==> src/hdl/flash_seq_map.vh <==
`ifndef FLASH_SEQ_MAP_VH
`define FLASH_SEQ_MAP_VH

// register byte offsets
`define OFS_ADDR_HIGH 8'h00
`define OFS_ADDR_LOW 8'h04
`define OFS_DATA_LOW 8'h08
`define OFS_DATA_HIGH 8'h0c
`define OFS_FLASH_CONTROL 8'h10
`define OFS_UNLOCK_KEY 8'h14

// flash_control_reg bit positions
`define BIT_READ_TRIGGER 0
`define BIT_WRITE_TRIGGER 1
`define BIT_WRITE_ENABLE 2
`define BIT_WRITE_ABORT 3
`define BIT_ROW_ERASE 4
`define BIT_LATCH_ONLY 5
`define BIT_CONFIG_SPACE 6

// unlock keys and blank value
`define UNLOCK_KEY_FIRST 8'h55
`define UNLOCK_KEY_SECOND 8'haa
`define LATCH_BLANK 14'h3fff

// reset values
`define RST_ADDR 15'h0000
`define RST_DATA 14'h0000
`define RST_HRDATA 32'h0000_0000

// erase and program time
`define OP_TIME_US 2000
`define CLK_MHZ 20
`define OP_CYCLES_DEFAULT (`OP_TIME_US * `CLK_MHZ)

`endif

==> src/hdl/flash_self_program_sequencer.v <==
`timescale 1ns/1ps
`include "flash_seq_map.vh"
// Overview of operation
// - flash read happens in second cycle after trigger; that slot is forced idle
// - read word lands in data pair next cycle and holds until read or write
// - erase, latch load and program need a complete unbroken unlock sequence
// - a broken unlock sequence starts no latch load or programming
// - setting write trigger forces two idle instruction slots
// - erase or program stalls the core for the operation time, 2 ms
// - clocks keep running while stalled; execution resumes at third instruction
// - latch-only loads force two idle slots then continue without stall
// - row erase uses the row holding the loaded address, whole rows only
// - programming never erases anything by itself
// - one program operation writes at most the 32 row latches
// - upper 10 address bits pick the row, lower 5 pick the latch
// - all latches return to 0x3fff after any program or erase completes
// - with latch-only set, an unlocked write only loads the addressed latch
// - with latch-only clear, it loads the last word then programs the row
// - triggers can only be set by software; hardware clears them when done
// - a core reset during a write sets the write abort flag
// - unlock key register is write-only and reads as zero
// - address pair holds 15-bit word address, data pair one 14-bit word
module flash_self_program_sequencer #(
	parameter LATCHES = 32,
	parameter LATCH_BITS = 5,
	parameter ADDR_W = 15,
	parameter DATA_W = 14,
	parameter OP_CYCLES = `OP_CYCLES_DEFAULT,
	parameter CNT_W = 16
) (
	// clock and reset
	input wire sys_clk_i,
	input wire rst_n_i,
	// warm reset of the core, synchronous
	input wire core_reset_i,
	// ahb-lite slave
	input wire hsel_i,
	input wire [31:0] haddr_i,
	input wire [1:0] htrans_i,
	input wire hwrite_i,
	input wire [2:0] hsize_i,
	input wire [31:0] hwdata_i,
	input wire hready_i,
	output wire [31:0] hrdata_o,
	output wire hreadyout_o,
	output wire hresp_o,
	// flash array
	output wire [ADDR_W-1:0] flash_addr_o,
	output wire flash_rd_o,
	input wire [DATA_W-1:0] flash_rdata_i,
	output wire flash_erase_o,
	output wire flash_prog_o,
	output wire [LATCHES*DATA_W-1:0] flash_row_data_o,
	// core instruction stream
	output wire cpu_nop_force_o,
	output wire cpu_stall_o
);

localparam [2:0] ST_IDLE = 3'd0;
localparam [2:0] ST_RD1 = 3'd1;
localparam [2:0] ST_RD2 = 3'd2;
localparam [2:0] ST_WN1 = 3'd3;
localparam [2:0] ST_WN2 = 3'd4;
localparam [2:0] ST_BUSY = 3'd5;
localparam integer OP_LAST_INT = OP_CYCLES - 1;
localparam [CNT_W-1:0] OP_LAST = OP_LAST_INT[CNT_W-1:0];

reg [2:0] state_reg;
reg [ADDR_W-1:0] addr_reg;
reg [DATA_W-1:0] data_reg;
reg read_trigger_reg;
reg write_trigger_reg;
reg write_enable_reg;
reg write_abort_reg;
reg row_erase_reg;
reg latch_only_reg;
reg config_space_reg;
reg [1:0] unlock_step_reg;
reg op_erase_reg;
reg op_prog_reg;
reg [ADDR_W-1:0] op_addr_reg;
reg [CNT_W-1:0] cnt_reg;
reg load_req_reg;
reg blank_req_reg;
reg nop_reg;
reg stall_reg;
reg flash_rd_reg;
reg flash_erase_reg;
reg flash_prog_reg;
reg [31:0] hrdata_reg;
reg hreadyout_reg;
reg wr_pend_reg;
reg [7:0] wr_addr_reg;
reg [31:0] rd_mux;
reg [DATA_W-1:0] latch_reg [0:LATCHES-1];

wire bus_take = hsel_i & htrans_i[1] & hready_i;
wire [7:0] ctrl_value = {1'b0, config_space_reg, latch_only_reg, row_erase_reg, write_abort_reg,
	write_enable_reg, write_trigger_reg, read_trigger_reg};
wire write_start = hwdata_i[`BIT_WRITE_TRIGGER] & (state_reg == ST_IDLE) & (unlock_step_reg == 2'd2)
	& hwdata_i[`BIT_WRITE_ENABLE] & ~hwdata_i[`BIT_CONFIG_SPACE];
wire read_start = hwdata_i[`BIT_READ_TRIGGER] & (state_reg == ST_IDLE);

assign hrdata_o = hrdata_reg;
assign hreadyout_o = hreadyout_reg;
assign hresp_o = 1'b0;
assign flash_addr_o = op_addr_reg;
assign flash_rd_o = flash_rd_reg;
assign flash_erase_o = flash_erase_reg;
assign flash_prog_o = flash_prog_reg;
assign cpu_nop_force_o = nop_reg;
assign cpu_stall_o = stall_reg;

// register read view
always @* begin
	rd_mux = 32'h0000_0000;
	case (haddr_i[7:0])
	`OFS_ADDR_HIGH: rd_mux = {25'h0000000, addr_reg[ADDR_W-1:8]};
	`OFS_ADDR_LOW: rd_mux = {24'h000000, addr_reg[7:0]};
	`OFS_DATA_LOW: rd_mux = {24'h000000, data_reg[7:0]};
	`OFS_DATA_HIGH: rd_mux = {26'h0000000, data_reg[DATA_W-1:8]};
	`OFS_FLASH_CONTROL: rd_mux = {24'h000000, ctrl_value};
	`OFS_UNLOCK_KEY: rd_mux = 32'h0000_0000;
	default: rd_mux = 32'h0000_0000;
	endcase
end

// write latches, one per word of the row
genvar gi;
generate
	for (gi = 0; gi < LATCHES; gi = gi + 1) begin : g_latch
		always @(posedge sys_clk_i or negedge rst_n_i) begin
			if (!rst_n_i) begin
				latch_reg[gi] <= `LATCH_BLANK;
			end else if (blank_req_reg) begin
				latch_reg[gi] <= `LATCH_BLANK;
			end else if (load_req_reg && {{(32-LATCH_BITS){1'b0}}, op_addr_reg[LATCH_BITS-1:0]} == gi) begin
				latch_reg[gi] <= data_reg;
			end
		end
		assign flash_row_data_o[gi*DATA_W +: DATA_W] = latch_reg[gi];
	end
endgenerate

always @(posedge sys_clk_i or negedge rst_n_i) begin
	if (!rst_n_i) begin
		state_reg <= ST_IDLE;
		addr_reg <= `RST_ADDR;
		data_reg <= `RST_DATA;
		read_trigger_reg <= 1'b0;
		write_trigger_reg <= 1'b0;
		write_enable_reg <= 1'b0;
		write_abort_reg <= 1'b0;
		row_erase_reg <= 1'b0;
		latch_only_reg <= 1'b0;
		config_space_reg <= 1'b0;
		unlock_step_reg <= 2'd0;
		op_erase_reg <= 1'b0;
		op_prog_reg <= 1'b0;
		op_addr_reg <= `RST_ADDR;
		cnt_reg <= {CNT_W{1'b0}};
		load_req_reg <= 1'b0;
		blank_req_reg <= 1'b0;
		nop_reg <= 1'b0;
		stall_reg <= 1'b0;
		flash_rd_reg <= 1'b0;
		flash_erase_reg <= 1'b0;
		flash_prog_reg <= 1'b0;
		hrdata_reg <= `RST_HRDATA;
		hreadyout_reg <= 1'b1;
		wr_pend_reg <= 1'b0;
		wr_addr_reg <= 8'h00;
	end else if (core_reset_i) begin
		if (write_trigger_reg)
			write_abort_reg <= 1'b1;
		state_reg <= ST_IDLE;
		read_trigger_reg <= 1'b0;
		write_trigger_reg <= 1'b0;
		write_enable_reg <= 1'b0;
		unlock_step_reg <= 2'd0;
		op_erase_reg <= 1'b0;
		op_prog_reg <= 1'b0;
		cnt_reg <= {CNT_W{1'b0}};
		load_req_reg <= 1'b0;
		blank_req_reg <= 1'b1;
		nop_reg <= 1'b0;
		stall_reg <= 1'b0;
		flash_rd_reg <= 1'b0;
		flash_erase_reg <= 1'b0;
		flash_prog_reg <= 1'b0;
		hreadyout_reg <= 1'b1;
		wr_pend_reg <= 1'b0;
	end else begin
		load_req_reg <= 1'b0;
		blank_req_reg <= 1'b0;
		if (state_reg == ST_IDLE)
			op_addr_reg <= addr_reg;
		// address phase: reads answer at once, writes take one wait state
		if (bus_take) begin
			if (hwrite_i) begin
				wr_pend_reg <= 1'b1;
				wr_addr_reg <= haddr_i[7:0];
				hreadyout_reg <= 1'b0;
			end else begin
				hrdata_reg <= rd_mux;
			end
		end
		// data phase of a write
		if (wr_pend_reg) begin
			wr_pend_reg <= 1'b0;
			hreadyout_reg <= 1'b1;
			if (wr_addr_reg != `OFS_UNLOCK_KEY)
				unlock_step_reg <= 2'd0;
			case (wr_addr_reg)
			`OFS_ADDR_HIGH: addr_reg[ADDR_W-1:8] <= hwdata_i[ADDR_W-9:0];
			`OFS_ADDR_LOW: addr_reg[7:0] <= hwdata_i[7:0];
			`OFS_DATA_LOW: data_reg[7:0] <= hwdata_i[7:0];
			`OFS_DATA_HIGH: data_reg[DATA_W-1:8] <= hwdata_i[DATA_W-9:0];
			`OFS_UNLOCK_KEY: begin
				if (hwdata_i[7:0] == `UNLOCK_KEY_FIRST)
					unlock_step_reg <= 2'd1;
				else if (hwdata_i[7:0] == `UNLOCK_KEY_SECOND && unlock_step_reg == 2'd1)
					unlock_step_reg <= 2'd2;
				else
					unlock_step_reg <= 2'd0;
			end
			`OFS_FLASH_CONTROL: begin
				write_enable_reg <= hwdata_i[`BIT_WRITE_ENABLE];
				row_erase_reg <= hwdata_i[`BIT_ROW_ERASE];
				latch_only_reg <= hwdata_i[`BIT_LATCH_ONLY];
				config_space_reg <= hwdata_i[`BIT_CONFIG_SPACE];
				if (!hwdata_i[`BIT_WRITE_ABORT])
					write_abort_reg <= 1'b0;
				if (write_start) begin
					// only a full unlock with write enable and config space clear starts a write
					write_trigger_reg <= 1'b1;
					state_reg <= ST_WN1;
					nop_reg <= 1'b1;
					op_erase_reg <= hwdata_i[`BIT_ROW_ERASE];
					op_prog_reg <= ~hwdata_i[`BIT_ROW_ERASE] & ~hwdata_i[`BIT_LATCH_ONLY];
					load_req_reg <= ~hwdata_i[`BIT_ROW_ERASE];
				end else if (read_start) begin
					read_trigger_reg <= 1'b1;
					state_reg <= ST_RD1;
				end
			end
			default: ;
			endcase
		end
		// sequencer
		case (state_reg)
		ST_IDLE: ;
		ST_RD1: begin
			state_reg <= ST_RD2;
			nop_reg <= 1'b1;
			flash_rd_reg <= ~config_space_reg;
		end
		ST_RD2: begin
			state_reg <= ST_IDLE;
			nop_reg <= 1'b0;
			flash_rd_reg <= 1'b0;
			read_trigger_reg <= 1'b0;
			data_reg <= config_space_reg ? `RST_DATA : flash_rdata_i;
		end
		ST_WN1: state_reg <= ST_WN2;
		ST_WN2: begin
			nop_reg <= 1'b0;
			if (op_erase_reg || op_prog_reg) begin
				state_reg <= ST_BUSY;
				stall_reg <= 1'b1;
				cnt_reg <= {CNT_W{1'b0}};
				flash_erase_reg <= op_erase_reg;
				flash_prog_reg <= op_prog_reg;
			end else begin
				state_reg <= ST_IDLE;
				write_trigger_reg <= 1'b0;
			end
		end
		ST_BUSY: begin
			if (cnt_reg == OP_LAST) begin
				state_reg <= ST_IDLE;
				stall_reg <= 1'b0;
				flash_erase_reg <= 1'b0;
				flash_prog_reg <= 1'b0;
				write_trigger_reg <= 1'b0;
				op_erase_reg <= 1'b0;
				op_prog_reg <= 1'b0;
				blank_req_reg <= 1'b1;
			end else begin
				cnt_reg <= cnt_reg + {{(CNT_W-1){1'b0}}, 1'b1};
			end
		end
		default: state_reg <= ST_IDLE;
		endcase
	end
end

endmodule // flash_self_program_sequencer

==> config.mk <==
export PLATFORM = sky130hd
export DESIGN_NAME = flash_self_program_sequencer
export DESIGN_NICKNAME = d
export VERILOG_FILES = /design/src/hdl/flash_self_program_sequencer.v
export VERILOG_INCLUDE_DIRS = /design/src /design/src/hdl
export SDC_FILE = /design/constraint.sdc
export NUM_CORES = 1
export LEC_CHECK = 0
export BUFFER_PORTS_ARGS = -buffer_cell sky130_fd_sc_hd__buf_2
export CAP_MARGIN = 30
export CELL_PAD_IN_SITES_DETAIL_PLACEMENT = 1
export CELL_PAD_IN_SITES_GLOBAL_PLACEMENT = 1
export CORE_MARGIN = 10
export CORE_UTILIZATION = 37
export CTS_BUF_LIST = sky130_fd_sc_hd__clkbuf_8
export CTS_CLUSTER_DIAMETER = 30
export DETAILED_ROUTE_END_ITERATION = 8
export PLACE_DENSITY = 0.8
export SETUP_SLACK_MARGIN = 0.5
export SKIP_CTS_REPAIR_TIMING = 1
export SLEW_MARGIN = 10
export SYNTH_ARGS = -nofsm -noshare
export SYNTH_HDL_FRONTEND = slang
export SYNTH_SLANG_ARGS = --single-unit
==> constraint.sdc <==
create_clock -name sys_clk_i -period 6.11 [get_ports sys_clk_i]
set_clock_uncertainty 0.2 [all_clocks]
set_input_delay 0.3055 -clock sys_clk_i [delete_from_list [all_inputs] [get_ports sys_clk_i]]
set_output_delay 0.3055 -clock sys_clk_i [all_outputs]
set_load 0.005 [all_outputs]
# Yosys cells after proc, flatten, opt, wreduce, memory -nomap -nowiden
# Cells that the tools add are included.
# word_totals
register_bits	571
inputBits	89
wordCells	388
# op_classes
n_addsub	1
eq_ne	57
muxes	153
bitwise	14
n_reduce_logical	103
# ops
operator	count
$mux 14	67
$eq 5x5->1 const B	16
$reduce_bool 2->1	37
$mux 1	59
$mux 16	3
$eq 5x4->1 const B	8
$pmux 8 s5	1
$logic_and 1x1->1	33
$eq 8x4->1 const B	4
$pmux 16 s2	1
$reduce_and 3->1	10
$eq 8x5->1 const B	3
$reduce_bool 3->1	8
$mux 3	7
$eq 5x3->1 const B	4
$add 16x1->16 const B	1
$eq 16x16->1 const B	1
$eq 8x3->1 const B	2
$logic_not 8->1	2
$pmux 3 s5	1
$mux 2	6
$pmux 1 s2	6
$reduce_bool 4->1	3
$eq 5x2->1 const B	2
other kinds (23)	43

# Longest topological paths before layout
# depth
depth_word	11
depth_mapped	8
mapped_depth_nobuf	6

# Worst setup path after synthesis
# OpenSTA, ideal clock, no wires.
# synth_timing
kind	reg-to-reg
startpoint	register cnt_reg[7]
endpoint	register cnt_reg[7]
setup_ns	0.125
arrival_ns	2.054
t_required_ns	5.785
slack_ns	3.732
path_stages_with_launch	7
synth_period_minus_slack_ns	2.378
path_cell_list	dfrtp_1 or4b_4 or4_1 buf_2 a21oi_4 or4bb_1 o21ai_1
# synth_between
elab_chain_cells	4
# synth_lines
element	line_no	text
start, declared	flash_self_program_sequencer.v:82	reg [CNT_W-1:0] cnt_reg;
start signal, assigned	flash_self_program_sequencer.v:161	cnt_reg <= {CNT_W{1'b0}};
start signal, assigned	flash_self_program_sequencer.v:183	cnt_reg <= {CNT_W{1'b0}};
start signal, assigned	flash_self_program_sequencer.v:271	cnt_reg <= {CNT_W{1'b0}};
$add 16x1->16	flash_self_program_sequencer.v:290	cnt_reg <= cnt_reg + {{(CNT_W-1){1'b0}}, 1'b1};
$mux 16	flash_self_program_sequencer.v:280	if (cnt_reg == OP_LAST) begin
$pmux 16 s2	flash_self_program_sequencer.v:251	case (state_reg)
$mux 16	flash_self_program_sequencer.v:173	end else if (core_reset_i) begin
# Several ways; a longest one is shown, not always the timed one. The select of a mux whose other input is x is not followed.
# A chain may end at the register's enable or synchronous reset.

# Worst setup path in the final report
# layout_timing
startpoint	register state_reg[2]
endpoint	register data_reg[2]
# layout_between
elab_chain_cells	3
# layout_lines
element	line_no	text
start, declared	flash_self_program_sequencer.v:68	reg [2:0] state_reg;
start signal, assigned	flash_self_program_sequencer.v:147	state_reg <= ST_IDLE;
start signal, assigned	flash_self_program_sequencer.v:176	state_reg <= ST_IDLE;
start signal, assigned	flash_self_program_sequencer.v:237	state_reg <= ST_WN1;
$eq 3x2->1 (*)	flash_self_program_sequencer.v:251	
$reduce_bool 2->1 (no line)	n/a	
$reduce_and 3->1 (no line)	n/a	
end signal, assigned	flash_self_program_sequencer.v:217	`OFS_DATA_LOW: data_reg[7:0] <= hwdata_i[7:0];
end signal, assigned by index	flash_self_program_sequencer.v:218	`OFS_DATA_HIGH: data_reg[DATA_W-1:8] <= hwdata_i[DATA_W-9:0];
end signal, assigned	flash_self_program_sequencer.v:263	data_reg <= config_space_reg ? `RST_DATA : flash_rdata_i;
end, declared	flash_self_program_sequencer.v:70	reg [DATA_W-1:0] data_reg;
# Mark *: on every way between the ends. The rest lies on a longest branch, timed or not.

==> results.yml <==
cells_and_area:
  design.final.nets: 2939
  layout-drive-gt1-share_pct: 44.3
  diodes: 0
  largest_reg_flops: 448
  finish.utilization_pct: 47.7
  n_fill_cell: 7327
  syn2layout_area_growth_pct: 28.2
sta:
  slew_violations: 0
  setup_slack_ns: 2.76
  tightest_slew_ns: 1.13
  relSlewSlack_pct: 24.4
  setup_tns_ns: 0
  rsz0062_at_grt: "false"
  setup_viol: 0
  fin_crit_sh_pct: 54.8
  min_period_ns: 3.35
  whs_ns: 0.0613
  finalHoldViolCount: 0
  clock.fmax_mhz: 298
clock_network:
  cts-root-buf: "clkbuf_8"
  cts_tree: "yes"
  cts_max_level: 4
  clk_pin_slew_ns: 0.06
  cts_made_buffers: 133
  ctsLongestPathBuffers: 3
  clock_latency_ns: 0.75
  cts.sinks: 547
floorplanning:
  core_um2: 65600
  die_h_um: 277
  initial_core_util_pct: 37.2
  ios: 591
  die_width_um: 277
  rows: 94
  die-area_um2: 76600
global_route:
  antenna_found_initial: 1
  grt_usage_pct: 23.9
  grt_max_degree: 210
  grt_pass1_wl_um: 142000
  grt_overflow: 0
  grt_pass1_vias: 22100
drt:
  vias_per_cell: 5.40
  drtAntennaViolNets: 0
  drtPass1Iterations: 8
  route.detailed.drc: 0
  vias: 20600
  drt_first_iter_violations: 1476
  wl_um: 96500
  wl_per_cell_um: 25.3
setup_path:
  crit_type: "flip-flop to flip-flop"
  reg2reg_slack_ns: 2.76
  cp-end-kind: "flip-flop"
  crit_required_ns: 6.57
  rr_endpoint: "data_reg[2]$_DFFE_PN0P_"
  reg2regPathDepth: 6
  reg2reg_from: "state_reg[2]$_DFF_PN0_"
  arrival_ns: 3.82
  worstPathMaxFanout: 21
  startpoint_type: "flip-flop"
synth:
  synth.area.mux_share_pct: 2.37
  ys_ff_latch: 547
  synth_top_area_share_pct: 48.3
  synth-simple-area-share_pct: 24.7
  synth.area.top_cells: "dfstp_2, dfrtp_1, nand2_1"
  synth_flop_cell: "dfstp_2"
  synth-seq-area-share_pct: 58.4
  synth_top_family_by_area: "simple AND/OR/NAND/NOR gates"
  yosysMostFrequentCell: "nand2_1"
  ys_top_cells_by_count: "nand2_1, dfstp_2, nand3b_1"
  yosys.area.top_type: "dfstp_2"
  synth_xor_area_share_pct: 0.251
  synthAdderAreaFrac_pct: 0.0513
  synth_area_per_cell_um2: 10.6
  async_flop_share_pct: 100
  synth_warnings: 0
  yosysUniqueCellTypes: 56
  netlist_area_um2: 24400
  synth_edf_count: 0
  synth_compound_area_share_pct: 10.3
  syn_inst: 2301
hold_path:
  min_to: "wr_pend_reg$_DFF_PN0_"
  holdPathStages: 5
  hold_start: "htrans_i[1]"
  hold_class: "input port to flip-flop"
run:
  cap_violations: 0
outcome:
  status: "complete, no violations"
place:
  hpwlAfterDp_um: 61600
  pre_cts_ws_ns: 2.54
  place.gp.congestion: 0.828
  port_buffers: 513
pwr:
  leakagePower_uw: 0.0129
  cellPowerDensity_nw_per_um2: 291
  peakVddDrop_uv: 227
-- metrics by stage --
step	instances	instance area, µm²	power [µW]
finish	3818	31300	9110
global route	3818	31300	9450
detailed placement	3519	27700	4230
floorplan	2325	24500	3970
global placement	3506	27500	4220
CTS	3759	30700	9180
-- worst max-delay path, cell delays in order, from the launching register on --
cell           delay, ns
dfrtp_1             0.49
inv_1               0.17
nand3_1             0.59
nor2_1              0.86
a22oi_1             0.18
dlygate4sd3_1       0.62
a21oi_1             0.16
-- worst max path at each step --
| stage | startpoint | endpoint | slack, ns | cells past startpoint |
|---|---|---|---|---|
| 2_1_floorplan | cnt_reg[7]$_DFFE_PN0P_ | cnt_reg[7]$_DFFE_PN0P_ | 3.73 | 6 |
| 3_3_place_gp | flash_addr_o[0]$_DFFE_PN0P_ | flash_row_data_o[322]$_DFFE_PN1P_ | 2.59 | 4 |
| 3_5_place_dp | flash_addr_o[0]$_DFFE_PN0P_ | flash_row_data_o[381]$_DFFE_PN1P_ | 2.54 | 4 |
| 4_1_cts | flash_addr_o[0]$_DFFE_PN0P_ | flash_row_data_o[388]$_DFFE_PN1P_ | 2.43 | 4 |
| 5_1_grt | state_reg[1]$_DFF_PN0_ | data_reg[2]$_DFFE_PN0P_ | 2.53 | 5 |
| 6_report | state_reg[2]$_DFF_PN0_ | data_reg[2]$_DFFE_PN0P_ | 2.76 | 6 |
-- cell type report --
cell class / count / area (µm²) / area share [%]
clock buffer: 156 / 2150 / 6.86
clock inverter: 84 / 860 / 2.75
inverter: 7 / 26.3 / 0.0840
multi-input combinational: 1548 / 9330 / 29.8
sequential: 547 / 14300 / 45.6
tap: 864 / 1080 / 3.46
timing repair buffer: 612 / 3570 / 11.4
-- cell families (layout without fill, tap and decap cells) --
logic type	count (synthesis)	after routing
compound gates	312	312
buf+inv	230	859
simple gates	1151	1151
mux	52	52
xor+xnor	7	7
flops	547	547
fa+ha+maj	1	1
other cells	1	25
-- power breakdown --
part / internal (µW) / switching [µW]
logic: 123 / 305
registers: 3680 / 110
clock network: 3050 / 1840
total: 6850 / 2250
-- cell usage in the layout (no fill, tap or decap), types with 4 or more instances in the layout --
master | synthesis | layout
nor2_2 | 0 | 12
nor2_1 | 68 | 56
o31ai_1 | 4 | 4
a211o_1 | 210 | 210
clkinv_2 | 0 | 23
clkbuf_8 | 0 | 156
nor3b_1 | 6 | 6
dfstp_2 | 449 | 449
nand2_1 | 528 | 528
o21ai_0 | 22 | 22
conb_1 | 1 | 25
nor3_2 | 0 | 5
nor2b_1 | 218 | 218
clkinvlp_4 | 0 | 9
nand3b_1 | 241 | 241
xor2_1 | 5 | 5
or4_1 | 4 | 4
nor3_1 | 19 | 14
mux2_2 | 47 | 47
nand2b_1 | 7 | 7
dfrtp_1 | 98 | 83
and2_0 | 6 | 6
nand3_1 | 19 | 19
o21ai_1 | 5 | 5
nand4_1 | 9 | 9
nand4b_1 | 5 | 5
dlygate4sd3_1 | 0 | 48
dfrtp_2 | 0 | 14
bufinv_16 | 0 | 17
buf_8 | 0 | 11
a22oi_1 | 16 | 16
or3_1 | 7 | 7
a21oi_1 | 29 | 29
buf_4 | 25 | 34
inv_1 | 7 | 36
a22o_1 | 9 | 9
mux2i_1 | 5 | 5
buf_2 | 16 | 514
-- metal layers --
layer  GRT usage (%)  part of all wire, %  wire [µm]
met5               0                    0          0
met3            6.19                  6.0       5790
met1            28.6                   41      39100
met4            11.3                  4.2       4060
met2            39.6                   49      47500
Note: power is estimated with default switching activity, not from simulation.
